### src/pkg/adcc_pkg.sv
// Package for the converter control block: register map, field layout,
// reset values, timing counts and the carrier types.
// Assumes a 32-bit AXI4-Lite register bus and an analog core with a DAC and comparator.
`default_nettype none

package adcc_pkg;

    // Register indexes; byte address is four times the index
    localparam logic [9:0] CSR_IDX = 10'h070;      // converter_control_status
    localparam logic [9:0] RES_HI_IDX = 10'h071;   // conversion_result_high
    localparam logic [9:0] RES_LO_IDX = 10'h072;   // conversion_result_low
    localparam logic [9:0] INT_STAT_IDX = 10'h073; // Sticky event status
    localparam logic [9:0] INT_MASK_IDX = 10'h074; // Event mask

    // Control/status field positions
    localparam int CSR_DONE_BIT = 7;
    localparam int CSR_SPEED_BIT = 6;
    localparam int CSR_ON_BIT = 5;
    localparam int CSR_CH_LSB = 0;

    // Reset values
    localparam logic [7:0] CSR_RESET = 8'h00;
    localparam logic [9:0] RESULT_RESET = 10'h000;
    localparam logic [0:0] INT_RESET = 1'h0;

    // Converter width and channel count
    localparam int RES_W = 10;
    localparam int CH_W = 4;

    // Timing counts in converter clocks; the fast divider is 2, the slow one 4
    localparam int SAMPLE_ADC_CLKS = 3;
    localparam int BIT_ADC_CLKS = 2;
    localparam logic [7:0] DIV_FAST = 8'h02;
    localparam logic [7:0] DIV_SLOW = 8'h04;

    // AXI responses
    localparam logic [1:0] RESP_OKAY = 2'h0;
    localparam logic [1:0] RESP_SLVERR = 2'h2;

    // Software view of the control/status register
    typedef struct packed {
        logic speed;             // Fast converter clock
        logic on;                // converter_on
        logic [CH_W-1:0] chan;   // input_channel_bits
    } adcc_csr_t;

    // Signals to the analog core
    typedef struct packed {
        logic enable;            // Power the core
        logic [CH_W-1:0] chan;   // Multiplexer select
        logic sample;            // Sample-and-hold tracking
        logic [RES_W-1:0] code;  // Trial DAC code
    } adcc_core_t;

    // Sequencer states, Gray along sample, convert, done
    typedef enum logic [1:0] {
        ST_IDLE = 2'b00,
        ST_SAMPLE = 2'b01,
        ST_CONVERT = 2'b11,
        ST_DONE = 2'b10
    } adcc_state_t;

endpackage : adcc_pkg

`default_nettype wire

### src/design/adcc_sync.sv
// Two-flop synchroniser for a level arriving from outside the clock domain.
// Assumes the input is a slowly changing level such as a comparator output.
`timescale 1ns/1ps
`default_nettype none

module adcc_sync (
    input wire logic ref_clk,
    input wire logic reset,
    input wire logic async_in,
    output logic sync_out
);
    logic meta_reg; // First stage, read only by the second

    // Two stages, cleared under reset
    always_ff @(posedge ref_clk or posedge reset) begin
        if (reset) begin
            meta_reg <= 1'b0;
            sync_out <= 1'b0;
        end else begin
            meta_reg <= async_in;
            sync_out <= meta_reg;
        end
    end
endmodule : adcc_sync

`default_nettype wire

### src/design/adcc_sar.sv
// Successive approximation register: one trial bit per step, MSB first.
// Assumes the caller waits long enough after each step for the comparator to settle.
`timescale 1ns/1ps
`default_nettype none

module adcc_sar
    import adcc_pkg::*;
#(
    parameter int W = RES_W
) (
    input wire logic ref_clk,
    input wire logic reset,
    input wire logic start,     // Begin a new approximation
    input wire logic step,      // Decide the current bit
    input wire logic above,     // Input is above the trial level
    output logic [W-1:0] code,  // Trial code, final after the last step
    output logic last           // Current bit is the LSB
);
    logic [W-1:0] mask_reg; // One-hot bit under trial
    logic all_up_reg;       // Every decision so far kept the bit
    logic all_down_reg;     // Every decision so far dropped the bit

    assign last = mask_reg[0];

    // Trial code: keep or drop the bit, then try the next lower one
    always_ff @(posedge ref_clk or posedge reset) begin
        if (reset) begin
            code <= '0;
            mask_reg <= '0;
        end else if (start) begin
            code <= W'(1) << (W - 1);
            mask_reg <= W'(1) << (W - 1);
        end else if (step && mask_reg != '0) begin
            // Binary search gives a monotonic code (see RQ4)
            code <= (above ? code : (code & ~mask_reg)) | (mask_reg >> 1); // see RQ1
            mask_reg <= mask_reg >> 1;
        end
    end

    // Decision history, used to check the rails
    always_ff @(posedge ref_clk or posedge reset) begin
        if (reset) begin
            all_up_reg <= 1'b0;
            all_down_reg <= 1'b0;
        end else if (start) begin
            all_up_reg <= 1'b1;
            all_down_reg <= 1'b1;
        end else if (step) begin
            all_up_reg <= all_up_reg & above;
            all_down_reg <= all_down_reg & ~above;
        end
    end
endmodule : adcc_sar

`default_nettype wire

### src/design/adcc_top.sv
// Converter control: AXI4-Lite registers, conversion sequencer and analog core drive.
// Assumes a 50 MHz ref_clk, an asynchronous comparator output from the analog core,
// and an AXI4-Lite master that keeps one write and one read under way at a time.
`timescale 1ns/1ps
`default_nettype none

// Notes on behaviour
// RQ1: Ten-bit successive approximation, sixteen input channels.
// RQ2: Above high reference result is full scale.
// RQ3: Below low reference result is zero.
// RQ4: Codes are monotonic in the input.
// RQ5: Turning on starts continuous conversions.
// RQ6: Each completion sets flag, loads results.
// RQ7: Reading high result clears the flag.
// RQ8: Every completion overwrites both result registers.
// RQ9: Software reads low then high promptly.
// RQ10: Software may read only the high result.
// RQ11: Channel change aborts, clears flag, restarts.
// RQ12: Four-bit channel field drives the multiplexer.
// RQ13: Software configures analog pins as plain inputs.
// RQ14: Turning off stops any conversion.
// RQ15: Any control register write clears flag.
// RQ16: High holds bits nine-two; low holds one-zero.
// RQ17: Conversion timed by parameterised cycle counts.
// RQ18: Reset: off, flag clear, channel zero.
module adcc_top
    import adcc_pkg::*;
#(
    parameter int ADDR_W = 12,
    parameter int SAMPLE_CLKS = SAMPLE_ADC_CLKS,
    parameter int BIT_CLKS = BIT_ADC_CLKS
) (
    input wire logic ref_clk,
    input wire logic reset,
    input wire logic [ADDR_W-1:0] s_axi_awaddr,
    input wire logic s_axi_awvalid,
    output logic s_axi_awready,
    input wire logic [31:0] s_axi_wdata,
    input wire logic [3:0] s_axi_wstrb,
    input wire logic s_axi_wvalid,
    output logic s_axi_wready,
    output logic [1:0] s_axi_bresp,
    output logic s_axi_bvalid,
    input wire logic s_axi_bready,
    input wire logic [ADDR_W-1:0] s_axi_araddr,
    input wire logic s_axi_arvalid,
    output logic s_axi_arready,
    output logic [31:0] s_axi_rdata,
    output logic [1:0] s_axi_rresp,
    output logic s_axi_rvalid,
    input wire logic s_axi_rready,
    input wire logic cmp_above,
    output adcc_core_t core_out,
    output logic irq
);

    // Write channel holding registers
    logic [ADDR_W-1:0] awaddr_reg;
    logic aw_full_reg;
    logic [7:0] wdata_reg;
    logic wstrb0_reg;
    logic w_full_reg;
    // Register contents
    adcc_csr_t csr_reg;
    logic done_reg;                  // conversion_done_flag
    logic [RES_W-1:0] result_reg;    // Last completed result
    logic int_stat_reg;              // Sticky completion event
    logic int_mask_reg;              // Completion event enable
    // Sequencer
    adcc_state_t state_reg;
    logic [7:0] tick_reg;            // Cycles left in the current phase
    logic restart_reg;               // Channel changed while running
    logic above_sync;                // Comparator after synchroniser
    logic [RES_W-1:0] sar_code;
    logic sar_last;
    logic core_enable_reg, core_sample_reg; // Core power and tracking, registered
    logic [CH_W-1:0] core_chan_reg; // Registered multiplexer select

    // Bus decode
    logic aw_hs, w_hs, ar_hs, do_write;
    logic [9:0] wr_idx, rd_idx;
    logic wr_map, csr_wr, stat_rd, hi_rd, chan_change;
    logic [7:0] rd_byte;
    logic rd_map;
    logic [7:0] div_len, sample_len, bit_len;
    logic conv_done, sar_start, sar_step;

    assign aw_hs = s_axi_awvalid && s_axi_awready;
    assign w_hs = s_axi_wvalid && s_axi_wready;
    assign ar_hs = s_axi_arvalid && s_axi_arready;
    assign do_write = aw_full_reg && w_full_reg && !s_axi_bvalid;
    assign wr_idx = 10'(awaddr_reg >> 2);
    assign rd_idx = 10'(s_axi_araddr >> 2);
    assign csr_wr = do_write && wstrb0_reg && wr_idx == CSR_IDX;
    assign hi_rd = ar_hs && rd_idx == RES_HI_IDX;
    assign stat_rd = ar_hs && rd_idx == INT_STAT_IDX;
    assign chan_change = csr_wr && wdata_reg[CH_W-1:0] != csr_reg.chan;
    assign conv_done = state_reg == ST_DONE;

    // Address map for writes: all five registers answer OKAY; writes to the result and status registers are ignored
    always_comb begin
        wr_map = (wr_idx == CSR_IDX) || (wr_idx == INT_MASK_IDX)
            || (wr_idx == RES_HI_IDX) || (wr_idx == RES_LO_IDX) || (wr_idx == INT_STAT_IDX);
    end

    // Read mux; reserved bits read zero
    always_comb begin
        rd_map = 1'b1;
        case (rd_idx)
            CSR_IDX: rd_byte = {done_reg, csr_reg.speed, csr_reg.on, 1'b0, csr_reg.chan};
            RES_HI_IDX: rd_byte = result_reg[9:2]; // see RQ16
            RES_LO_IDX: rd_byte = {6'h00, result_reg[1:0]}; // see RQ16
            INT_STAT_IDX: rd_byte = {7'h00, int_stat_reg};
            INT_MASK_IDX: rd_byte = {7'h00, int_mask_reg};
            default: begin
                rd_byte = 8'h00;
                rd_map = 1'b0;
            end
        endcase
    end

    // Write address channel: hold one address until the write completes
    always_ff @(posedge ref_clk or posedge reset) begin
        if (reset) begin
            aw_full_reg <= 1'b0;
            awaddr_reg <= '0;
            s_axi_awready <= 1'b0;
        end else begin
            if (aw_hs) begin
                aw_full_reg <= 1'b1;
                awaddr_reg <= s_axi_awaddr;
            end else if (do_write) begin
                aw_full_reg <= 1'b0;
            end
            s_axi_awready <= !aw_full_reg && !aw_hs && !s_axi_bvalid;
        end
    end

    // Write data channel: hold one data beat until the write completes
    always_ff @(posedge ref_clk or posedge reset) begin
        if (reset) begin
            w_full_reg <= 1'b0;
            wdata_reg <= 8'h00;
            wstrb0_reg <= 1'b0;
            s_axi_wready <= 1'b0;
        end else begin
            if (w_hs) begin
                w_full_reg <= 1'b1;
                wdata_reg <= s_axi_wdata[7:0];
                wstrb0_reg <= s_axi_wstrb[0];
            end else if (do_write) begin
                w_full_reg <= 1'b0;
            end
            s_axi_wready <= !w_full_reg && !w_hs && !s_axi_bvalid;
        end
    end

    // Write response, SLVERR for an unmapped address
    always_ff @(posedge ref_clk or posedge reset) begin
        if (reset) begin
            s_axi_bvalid <= 1'b0;
            s_axi_bresp <= RESP_OKAY;
        end else if (do_write) begin
            s_axi_bvalid <= 1'b1;
            s_axi_bresp <= wr_map ? RESP_OKAY : RESP_SLVERR;
        end else if (s_axi_bready) begin
            s_axi_bvalid <= 1'b0;
        end
    end

    // Read channel: one read at a time, data registered
    always_ff @(posedge ref_clk or posedge reset) begin
        if (reset) begin
            s_axi_arready <= 1'b0;
            s_axi_rvalid <= 1'b0;
            s_axi_rdata <= 32'h0000_0000;
            s_axi_rresp <= RESP_OKAY;
        end else if (ar_hs) begin
            s_axi_arready <= 1'b0;
            s_axi_rvalid <= 1'b1;
            s_axi_rdata <= {24'h00_0000, rd_byte};
            s_axi_rresp <= rd_map ? RESP_OKAY : RESP_SLVERR;
        end else if (s_axi_rvalid) begin
            if (s_axi_rready) begin
                s_axi_rvalid <= 1'b0;
            end
        end else begin
            s_axi_arready <= 1'b1;
        end
    end

    // Control fields written by software; reset is off, channel zero
    always_ff @(posedge ref_clk or posedge reset) begin
        if (reset) begin
            csr_reg <= {CSR_RESET[CSR_SPEED_BIT], CSR_RESET[CSR_ON_BIT], CSR_RESET[CSR_CH_LSB +: CH_W]}; // see RQ18
            int_mask_reg <= INT_RESET;
        end else if (do_write && wstrb0_reg) begin
            if (wr_idx == CSR_IDX) begin
                csr_reg.speed <= wdata_reg[CSR_SPEED_BIT];
                csr_reg.on <= wdata_reg[CSR_ON_BIT];
                csr_reg.chan <= wdata_reg[CSR_CH_LSB +: CH_W]; // see RQ12
            end else if (wr_idx == INT_MASK_IDX) begin
                int_mask_reg <= wdata_reg[0];
            end
        end
    end

    // Completion flag: set wins over the clears
    always_ff @(posedge ref_clk or posedge reset) begin
        if (reset) begin
            done_reg <= CSR_RESET[CSR_DONE_BIT]; // see RQ18
        end else if (conv_done) begin
            done_reg <= 1'b1; // see RQ6
        end else if (hi_rd || csr_wr) begin
            done_reg <= 1'b0; // see RQ7 see RQ15 see RQ11
        end
    end

    // Result is not latched as a pair: every completion overwrites it
    always_ff @(posedge ref_clk or posedge reset) begin
        if (reset) begin
            result_reg <= RESULT_RESET; // see RQ18
        end else if (conv_done) begin
            result_reg <= sar_code; // see RQ6 see RQ8
        end
    end

    // Sticky event status, cleared by reading it; a new event wins
    always_ff @(posedge ref_clk or posedge reset) begin
        if (reset) begin
            int_stat_reg <= INT_RESET;
            irq <= 1'b0;
        end else begin
            if (conv_done) begin
                int_stat_reg <= 1'b1;
            end else if (stat_rd) begin
                int_stat_reg <= 1'b0;
            end
            irq <= int_stat_reg && int_mask_reg;
        end
    end

    // Phase lengths in CPU cycles from the selected converter clock
    always_comb begin
        div_len = csr_reg.speed ? DIV_FAST : DIV_SLOW;
        sample_len = 8'(SAMPLE_CLKS * div_len); // see RQ17
        bit_len = 8'(BIT_CLKS * div_len); // see RQ17
    end

    // Channel change while running requests an abort and restart
    always_ff @(posedge ref_clk or posedge reset) begin
        if (reset) begin
            restart_reg <= 1'b0;
        end else begin
            restart_reg <= chan_change && csr_reg.on && wdata_reg[CSR_ON_BIT]; // see RQ11
        end
    end

    assign sar_start = state_reg == ST_SAMPLE && tick_reg == 8'h00 && !restart_reg && csr_reg.on;
    assign sar_step = state_reg == ST_CONVERT && tick_reg == 8'h00 && !restart_reg && csr_reg.on;

    // Sequencer: sample, approximate bit by bit, complete, repeat
    always_ff @(posedge ref_clk or posedge reset) begin
        if (reset) begin
            state_reg <= ST_IDLE;
            tick_reg <= 8'h00;
        end else if (!csr_reg.on) begin
            state_reg <= ST_IDLE; // see RQ14
            tick_reg <= 8'h00;
        end else if (restart_reg) begin
            state_reg <= ST_SAMPLE; // see RQ11
            tick_reg <= sample_len - 8'h01;
        end else begin
            case (state_reg)
                ST_IDLE: begin
                    state_reg <= ST_SAMPLE; // see RQ5
                    tick_reg <= sample_len - 8'h01;
                end
                ST_SAMPLE: begin
                    if (tick_reg == 8'h00) begin
                        state_reg <= ST_CONVERT;
                        tick_reg <= bit_len - 8'h01;
                    end else begin
                        tick_reg <= tick_reg - 8'h01;
                    end
                end
                ST_CONVERT: begin
                    if (tick_reg != 8'h00) begin
                        tick_reg <= tick_reg - 8'h01;
                    end else if (sar_last) begin
                        state_reg <= ST_DONE;
                    end else begin
                        tick_reg <= bit_len - 8'h01;
                    end
                end
                ST_DONE: begin
                    state_reg <= ST_SAMPLE; // see RQ5
                    tick_reg <= sample_len - 8'h01;
                end
                default: begin
                    state_reg <= ST_IDLE;
                    tick_reg <= 8'h00;
                end
            endcase
        end
    end

    // Analog core drive
    always_ff @(posedge ref_clk or posedge reset) begin
        if (reset) begin
            core_enable_reg <= 1'b0;
            core_chan_reg <= '0;
            core_sample_reg <= 1'b0;
        end else begin
            core_enable_reg <= csr_reg.on;
            core_chan_reg <= csr_reg.chan; // see RQ12
            core_sample_reg <= state_reg == ST_SAMPLE;
        end
    end

    // One driver for the whole struct; every field comes from a flip-flop
    assign core_out = {core_enable_reg, core_chan_reg, core_sample_reg, sar_code};

    // Comparator arrives from the analog domain
    adcc_sync u_sync (
        .ref_clk(ref_clk),
        .reset(reset),
        .async_in(cmp_above),
        .sync_out(above_sync)
    );

    // Bit decisions
    adcc_sar #(
        .W(RES_W)
    ) u_sar (
        .ref_clk(ref_clk),
        .reset(reset),
        .start(sar_start),
        .step(sar_step),
        .above(above_sync),
        .code(sar_code),
        .last(sar_last)
    );
endmodule : adcc_top

`default_nettype wire

### config.mk
export PLATFORM = sky130hd
export DESIGN_NAME = adcc_top
export DESIGN_NICKNAME = d
export VERILOG_FILES = /design/src/pkg/adcc_pkg.sv /design/src/design/adcc_sync.sv /design/src/design/adcc_sar.sv /design/src/design/adcc_top.sv
export SDC_FILE = /design/constraint.sdc
export NUM_CORES = 1
export LEC_CHECK = 0
export BUFFER_PORTS_ARGS = -buffer_cell sky130_fd_sc_hd__buf_4
export CAP_MARGIN = 20
export CORE_MARGIN = 2
export CORE_UTILIZATION = 45
export DETAILED_ROUTE_END_ITERATION = 10
export PLACE_DENSITY_LB_ADDON = 0.2
export SYNTH_ARGS = -nofsm -noshare
export SYNTH_HDL_FRONTEND = slang
export SYNTH_SLANG_ARGS = --single-unit
### constraint.sdc
create_clock -name ref_clk -period 2.4 [get_ports ref_clk]
set_input_delay 0.12 -clock ref_clk [delete_from_list [all_inputs] [get_ports ref_clk]]
set_output_delay 0.12 -clock ref_clk [all_outputs]
set_load 0.005 [all_outputs]
### Word-level counts from Yosys, hierarchy flattened

Cells that the tools add are included.

* register bits after elaboration: 98
* input port bits: 68
* output and inout port bits: 58
* logic and storage cells: 144

* add/sub/neg operators: 3
* $mul: 1
* equal/unequal tests: 19
* mux-type cells: 36
* bitwise logic cells: 4
* reduce and logical (&&, ||, !) cells: 50

Operators by type and width (number)
* $eq A10 B7 Y1 const B: 10
* $mux W10: 5
* $mux W8: 5
* $pmux W8 S5: 1
* $logic_and A1 B1 Y1: 24
* $pmux W8 S3: 1
* $mux W1: 15
* $mux W2: 7
* $reduce_bool A2 Y1: 6
* $and A10 B10 Y10: 1
* $not A10 Y10: 1
* $or A10 B9 Y10: 1
* $reduce_bool A10 Y1: 1
* $logic_not A8 Y1: 1
* $ne A4 B4 Y1 const B: 2
* $reduce_bool A8 Y1: 1
* $sub A8 B1 Y8 const B: 1
* $logic_not A1 Y1: 6
* $pmux W2 S3: 1
* $reduce_and A3 Y1: 2
* $sub A5 B1 Y6 const B: 1
* $logic_or A1 B1 Y1: 5
* $mul A2 B3 Y5 const A: 1
* $ne A5 B5 Y1 const B: 1
* other kinds (12): 13

### Logic depth before layout (Yosys ltp)

* word-level depth: 7
* mapped depth: 7
* gate-level depth less buffers: 6

### By module

A second synthesis with hierarchy kept.

* cell total of the unflattened synthesis: 354
* area, all modules: 4167.7 sq um

By module, submodules not included
* adcc_top: times used 1, cells an instance 273, area an instance 3293.2 sq um, sequential area each 1776.7 sq um
* adcc_sar: times used 1, cells an instance 78, area an instance 820.8 sq um, sequential area each 500.5 sq um
* adcc_sync: times used 1, cells an instance 3, area an instance 53.8 sq um, sequential area each 50.0 sq um

### Worst setup path after synthesis

OpenSTA, ideal clock, no wires.

* path type: reg2reg
* start point: register tick_reg[0]
* end point: register u_sar.code[0]
* library setup time: 0.121 ns
* data arrival time: 1.838 ns
* setup slack: 0.441 ns
* stages on the path, launching flop included: 8
* buffers on the path: 1
* period minus slack after synthesis: 1.959 ns
* cells stage by stage: dfrtp_1 inv_1 ha_1 nor3b_4 nand4_1 a31o_2 buf_2 a22o_1

* word-level cells in the longest chain between the ends: 6
* elaborated cells between the ends (all ways): 10

Ends and longest elaborated chain
* from (decl): line adcc_top.sv:71 `logic [7:0] tick_reg;`
* from (signal assigned): line adcc_top.sv:272 `tick_reg <= sample_len - 8'h01;`
* from (signal assigned): line adcc_top.sv:277 `tick_reg <= sample_len - 8'h01;`
* from (signal assigned): line adcc_top.sv:282 `tick_reg <= bit_len - 8'h01;`
* $logic_not A8 Y1 *: line adcc_top.sv:259, adcc_top.sv:260
* $logic_and A1 B1 Y1 (3 in a row): line adcc_top.sv:260 `assign sar_step = state_reg == ST_CONVERT && tick_reg == 8'h00 && !restart_reg && csr_reg.on;`
* $logic_and A1 B1 Y1: line adcc_sar.sv:33 `end else if (step && mask_reg != '0) begin`
* $reduce_bool A2 Y1 (no source line)
* to (signal assigned): line adcc_sar.sv:31 `code <= W'(1) << (W - 1);`
* to (signal assigned): line adcc_sar.sv:35 `code <= (above ? code : (code & ~mask_reg)) | (mask_reg >> 1);`
* to (decl): line adcc_sar.sv:16 `output logic [W-1:0] code,`

Mark *: on every way between the ends. The rest lies on a longest branch, timed or not.
A chain may end at the register's enable or synchronous reset.

### Worst setup path in the final report

* start point: register tick_reg[0]
* end point: register u_sar.code[2]

The elaborated chain is that of the path after synthesis.

==> impl_metrics.py <==
metrics = {
    "layout": {
        "final_core_util": 0.5643,
        "flow.area_growth_from_synthesis_pct": 22.82,
        "nets": 516,
        "layout_commonest_cell": "sky130_fd_sc_hd__dfrtp_1",
        "fill_cells": 764,
        "n_antenna_cell": 0,
        "layout-drive-gt1-share": 0.3060,
        "top_library_cells_by_usage_in_the_layout_fill_and_taps_aside": "sky130_fd_sc_hd__dfrtp_1 (93), sky130_fd_sc_hd__buf_4 (73), sky130_fd_sc_hd__mux2_2 (34)",
    },
    "sta": {
        "slew_violations": 0,
        "layout_min_cycle_time_ps": 2107,
        "max_freq_ghz": 0.4746,
        "final.setup.worst_slack_ps": 292.8,
        "setup_viol": 0,
        "rsz0062_at_grt": "no",
        "worst_pin_slew_ps": 633.2,
        "timing.final.crit_share": 0.8780,
        "timing.max_slew.rel_slack": 0.5740,
        "timing.setup.tns_ps": 0,
        "fin_skew_ps": 12.72,
        "report.final.hold_viol_count": 0,
    },
    "yosys": {
        "synth_top_area_frac": 0.5534,
        "synth.ff_latch_count": 93,
        "average_instance_area_after_synthesis_um2": 11.78,
        "synth-main-ff-cell": "sky130_fd_sc_hd__dfrtp_1",
        "synth_edf_count": 0,
        "postSynth.asyncResetShare": 1.000,
        "yosysWarnings": 0,
        "netlist_top_cells_area": "sky130_fd_sc_hd__dfrtp_1 (55%), sky130_fd_sc_hd__mux2_2 (9.1%), sky130_fd_sc_hd__buf_4 (5.0%)",
        "netlist.top_cell.by_area": "sky130_fd_sc_hd__dfrtp_1",
        "synth-seq-area-share": 0.5534,
        "netlist_instances": 357,
        "post_synth_instance_area_um2": 4205,
        "yosys.cell_types.count": 52,
    },
    "floorplan": {
        "die-area_um2": 10130,
        "floorplan.core_area_um2": 9153,
        "starting_density": 0.4595,
        "std_cell_rows": 35,
        "ios": 126,
        "die_h_um": 100.7,
        "fp.dieW_um": 100.7,
    },
    "route": {
        "first_iter_violations": 101,
        "vias": 2895,
        "drt-wirelength-per-cell_um": 14.91,
        "totalWireLength_um": 8381,
        "antenna_violating_nets_post_route": 0,
        "dr.pass1.iters": 4,
        "post_drt_via_cell_ratio": 5.151,
        "drc": 0,
    },
    "global_routing": {
        "grt_start_max_net_pins": 56,
        "globalRouteTotalUtil": 0.1729,
        "grt_antenna_before_repair": 0,
        "grt-ovfl-total": 0,
        "first_global_vias": 2757,
        "grt_pass1_wl_um": 13680,
    },
    "status": {
        "run_status": "finished, final reports clean",
    },
    "critical_path": {
        "worst-setup-path-type": "flip-flop to flip-flop",
        "critical_path_peak_fanout": 14,
        "critPathSlowestCell": "sky130_fd_sc_hd__nor3b_4",
        "critPathMaxStageDelay_ps": 420,
        "critical_path.startpoint": "tick_reg[0]",
        "worstSetupEndpointType": "flip-flop",
        "worst_path_dominant_cell_family": "simple AND/OR/NAND/NOR gates",
        "critical_path.n_buffers_inverters": 1,
        "launch_instance_of_the_worst_register_to_register_path": "tick_reg[0]",
        "worst_ep_arrival_time_ps": 2350,
        "cp_cell_sequence": "inv_1, ha_1, nor3b_4, nand4_1, a31o_2, a22o_1",
        "crit_path_start_kind": "flip-flop",
        "critical_path_required_ps": 2640,
    },
    "placement": {
        "finalWeightedCongestion": 0.7475,
        "portBuffers": 66,
        "dp_slack_ps": 321.1,
        "place_hpwl_um": 5775,
    },
    "pwr": {
        "max-vdd-ir-drop_mv": 0.4760,
        "powerDensity_nw_per_um2": 714.2,
        "p_int_mw": 2.736,
        "sequentialPowerShare": 0.529,
        "switchingPower_mw": 0.9524,
        "total_leakage_power_nw": 2.500,
        "comb_power_share": 0.164,
        "power.share.switching": 0.2582,
        "p_clk_frac": 0.307,
    },
    "job": {
        "drv.max_cap_violation_count": 0,
    },
    "hold_path": {
        "hold_start": "s_axi_awaddr[4]",
        "worst_hold_path_type": "input port to flip-flop",
    },
    "clock_network": {
        "cts_setup_buffers": 0,
        "clock_tree.root_cell": "sky130_fd_sc_hd__clkbuf_8",
        "hold_buffers": 21,
        "clock_latency_reported_for_the_late_side_of_the_worst_skew_pair_ps": 360,
        "post_cts_clock_slew_at_the_launch_and_capture_registers_of_the_worst_setup_and_hold_paths_ps": 90,
        "level_count_of_the_clock_h_tree": 3,
        "clockBufferDepth": 2,
        "cts-buffers-inserted": 9,
        "cts_tree": "built",
        "post_cts_resized": 0,
        "clock_sinks": 93,
    },
}
-- metrics by stage --
stage	area, um2	power (mW)	std cells	hold WS (ps)
6_report	5165	3.689	562	8.196
5_1_grt	5165	3.885	562	3.921
4_1_cts	5165	3.716	562	0.6728
3_5_place_dp	4742	2.565	526	186.7
3_3_place_gp	4742	2.538	526	178.9
2_1_floorplan	4303	2.371	382	151.4
-- synthesized netlist by cell type (8+ instances only) --
master and number:
sky130_fd_sc_hd__dfrtp_1 93, sky130_fd_sc_hd__nor2_1 11, sky130_fd_sc_hd__mux2_2 34, sky130_fd_sc_hd__buf_4 28, sky130_fd_sc_hd__nand2_1 25, sky130_fd_sc_hd__o31ai_1 8
sky130_fd_sc_hd__o21ai_0 32, sky130_fd_sc_hd__inv_1 19, sky130_fd_sc_hd__a22o_1 15, sky130_fd_sc_hd__a21oi_1 8, sky130_fd_sc_hd__clkbuf_1 10
-- metal layers --
layer  vias up  wire [um]  global-route usage
met3        12        367             0.03051
met4         0        150             0.06322
met1      1405       4004              0.2409
met5         -          0                   0
li1       1394          -                   -
met2        84       3859              0.2723
-- worst reg2reg max path, stage by stage, from the launching register on --
cell	delay (ps)
sky130_fd_sc_hd__dfrtp_1	390
sky130_fd_sc_hd__inv_1	100
sky130_fd_sc_hd__ha_1	190
sky130_fd_sc_hd__nor3b_4	420
sky130_fd_sc_hd__nand4_1	240
sky130_fd_sc_hd__a31o_2	390
sky130_fd_sc_hd__a22o_1	260
-- area by class of cell --
cell class,instances,area (um2),area share
Clock buffer,10,137.6,0.02665
Clock inverter,5,75.07,0.01453
Inverter,19,75.07,0.01453
Multi-Input combinational cell,229,1633,0.3161
Sequential cell,93,2327,0.4506
Tap cell,111,138.9,0.02689
Timing Repair Buffer,95,778.2,0.1507
-- cell families after synthesis --
kind of cell	synth area share
and+or+nand+nor	0.1077
muxes	0.1262
DFF	0.5534
other	0.0008917
adders and majority gates	0.002975
buffers and inverters	0.08063
xor gates and xnor gates	0.01041
AOI/OAI and AO/OA	0.1178
-- path summary, 6_finish.rpt --
kind	slack [ps]	depth (start not counted)	to
max in group asynchronous	1420	4	csr_reg[0]
hold / removal	8	2	awaddr_reg[4]
min in group asynchronous	350	3	u_sar.mask_reg[2]
setup / recovery	290	6	u_sar.code[2]
hold reg to reg	350	0	u_sync.sync_out
setup reg to reg	290	6	u_sar.code[2]
-- power by group through the flow --
| stage | Sequential [mW] | Combinational [mW] | Clock (mW) |
|---|---|---|---|
| after floorplan | 1.94 | 0.430 | 0 |
| after global placement | 1.97 | 0.565 | 0 |
| after detailed placement | 1.98 | 0.580 | 0 |
| after CTS | 1.95 | 0.611 | 1.16 |
| after global routing | 1.99 | 0.677 | 1.22 |
| final | 1.95 | 0.606 | 1.13 |
Power figures use the tool's default switching activity.
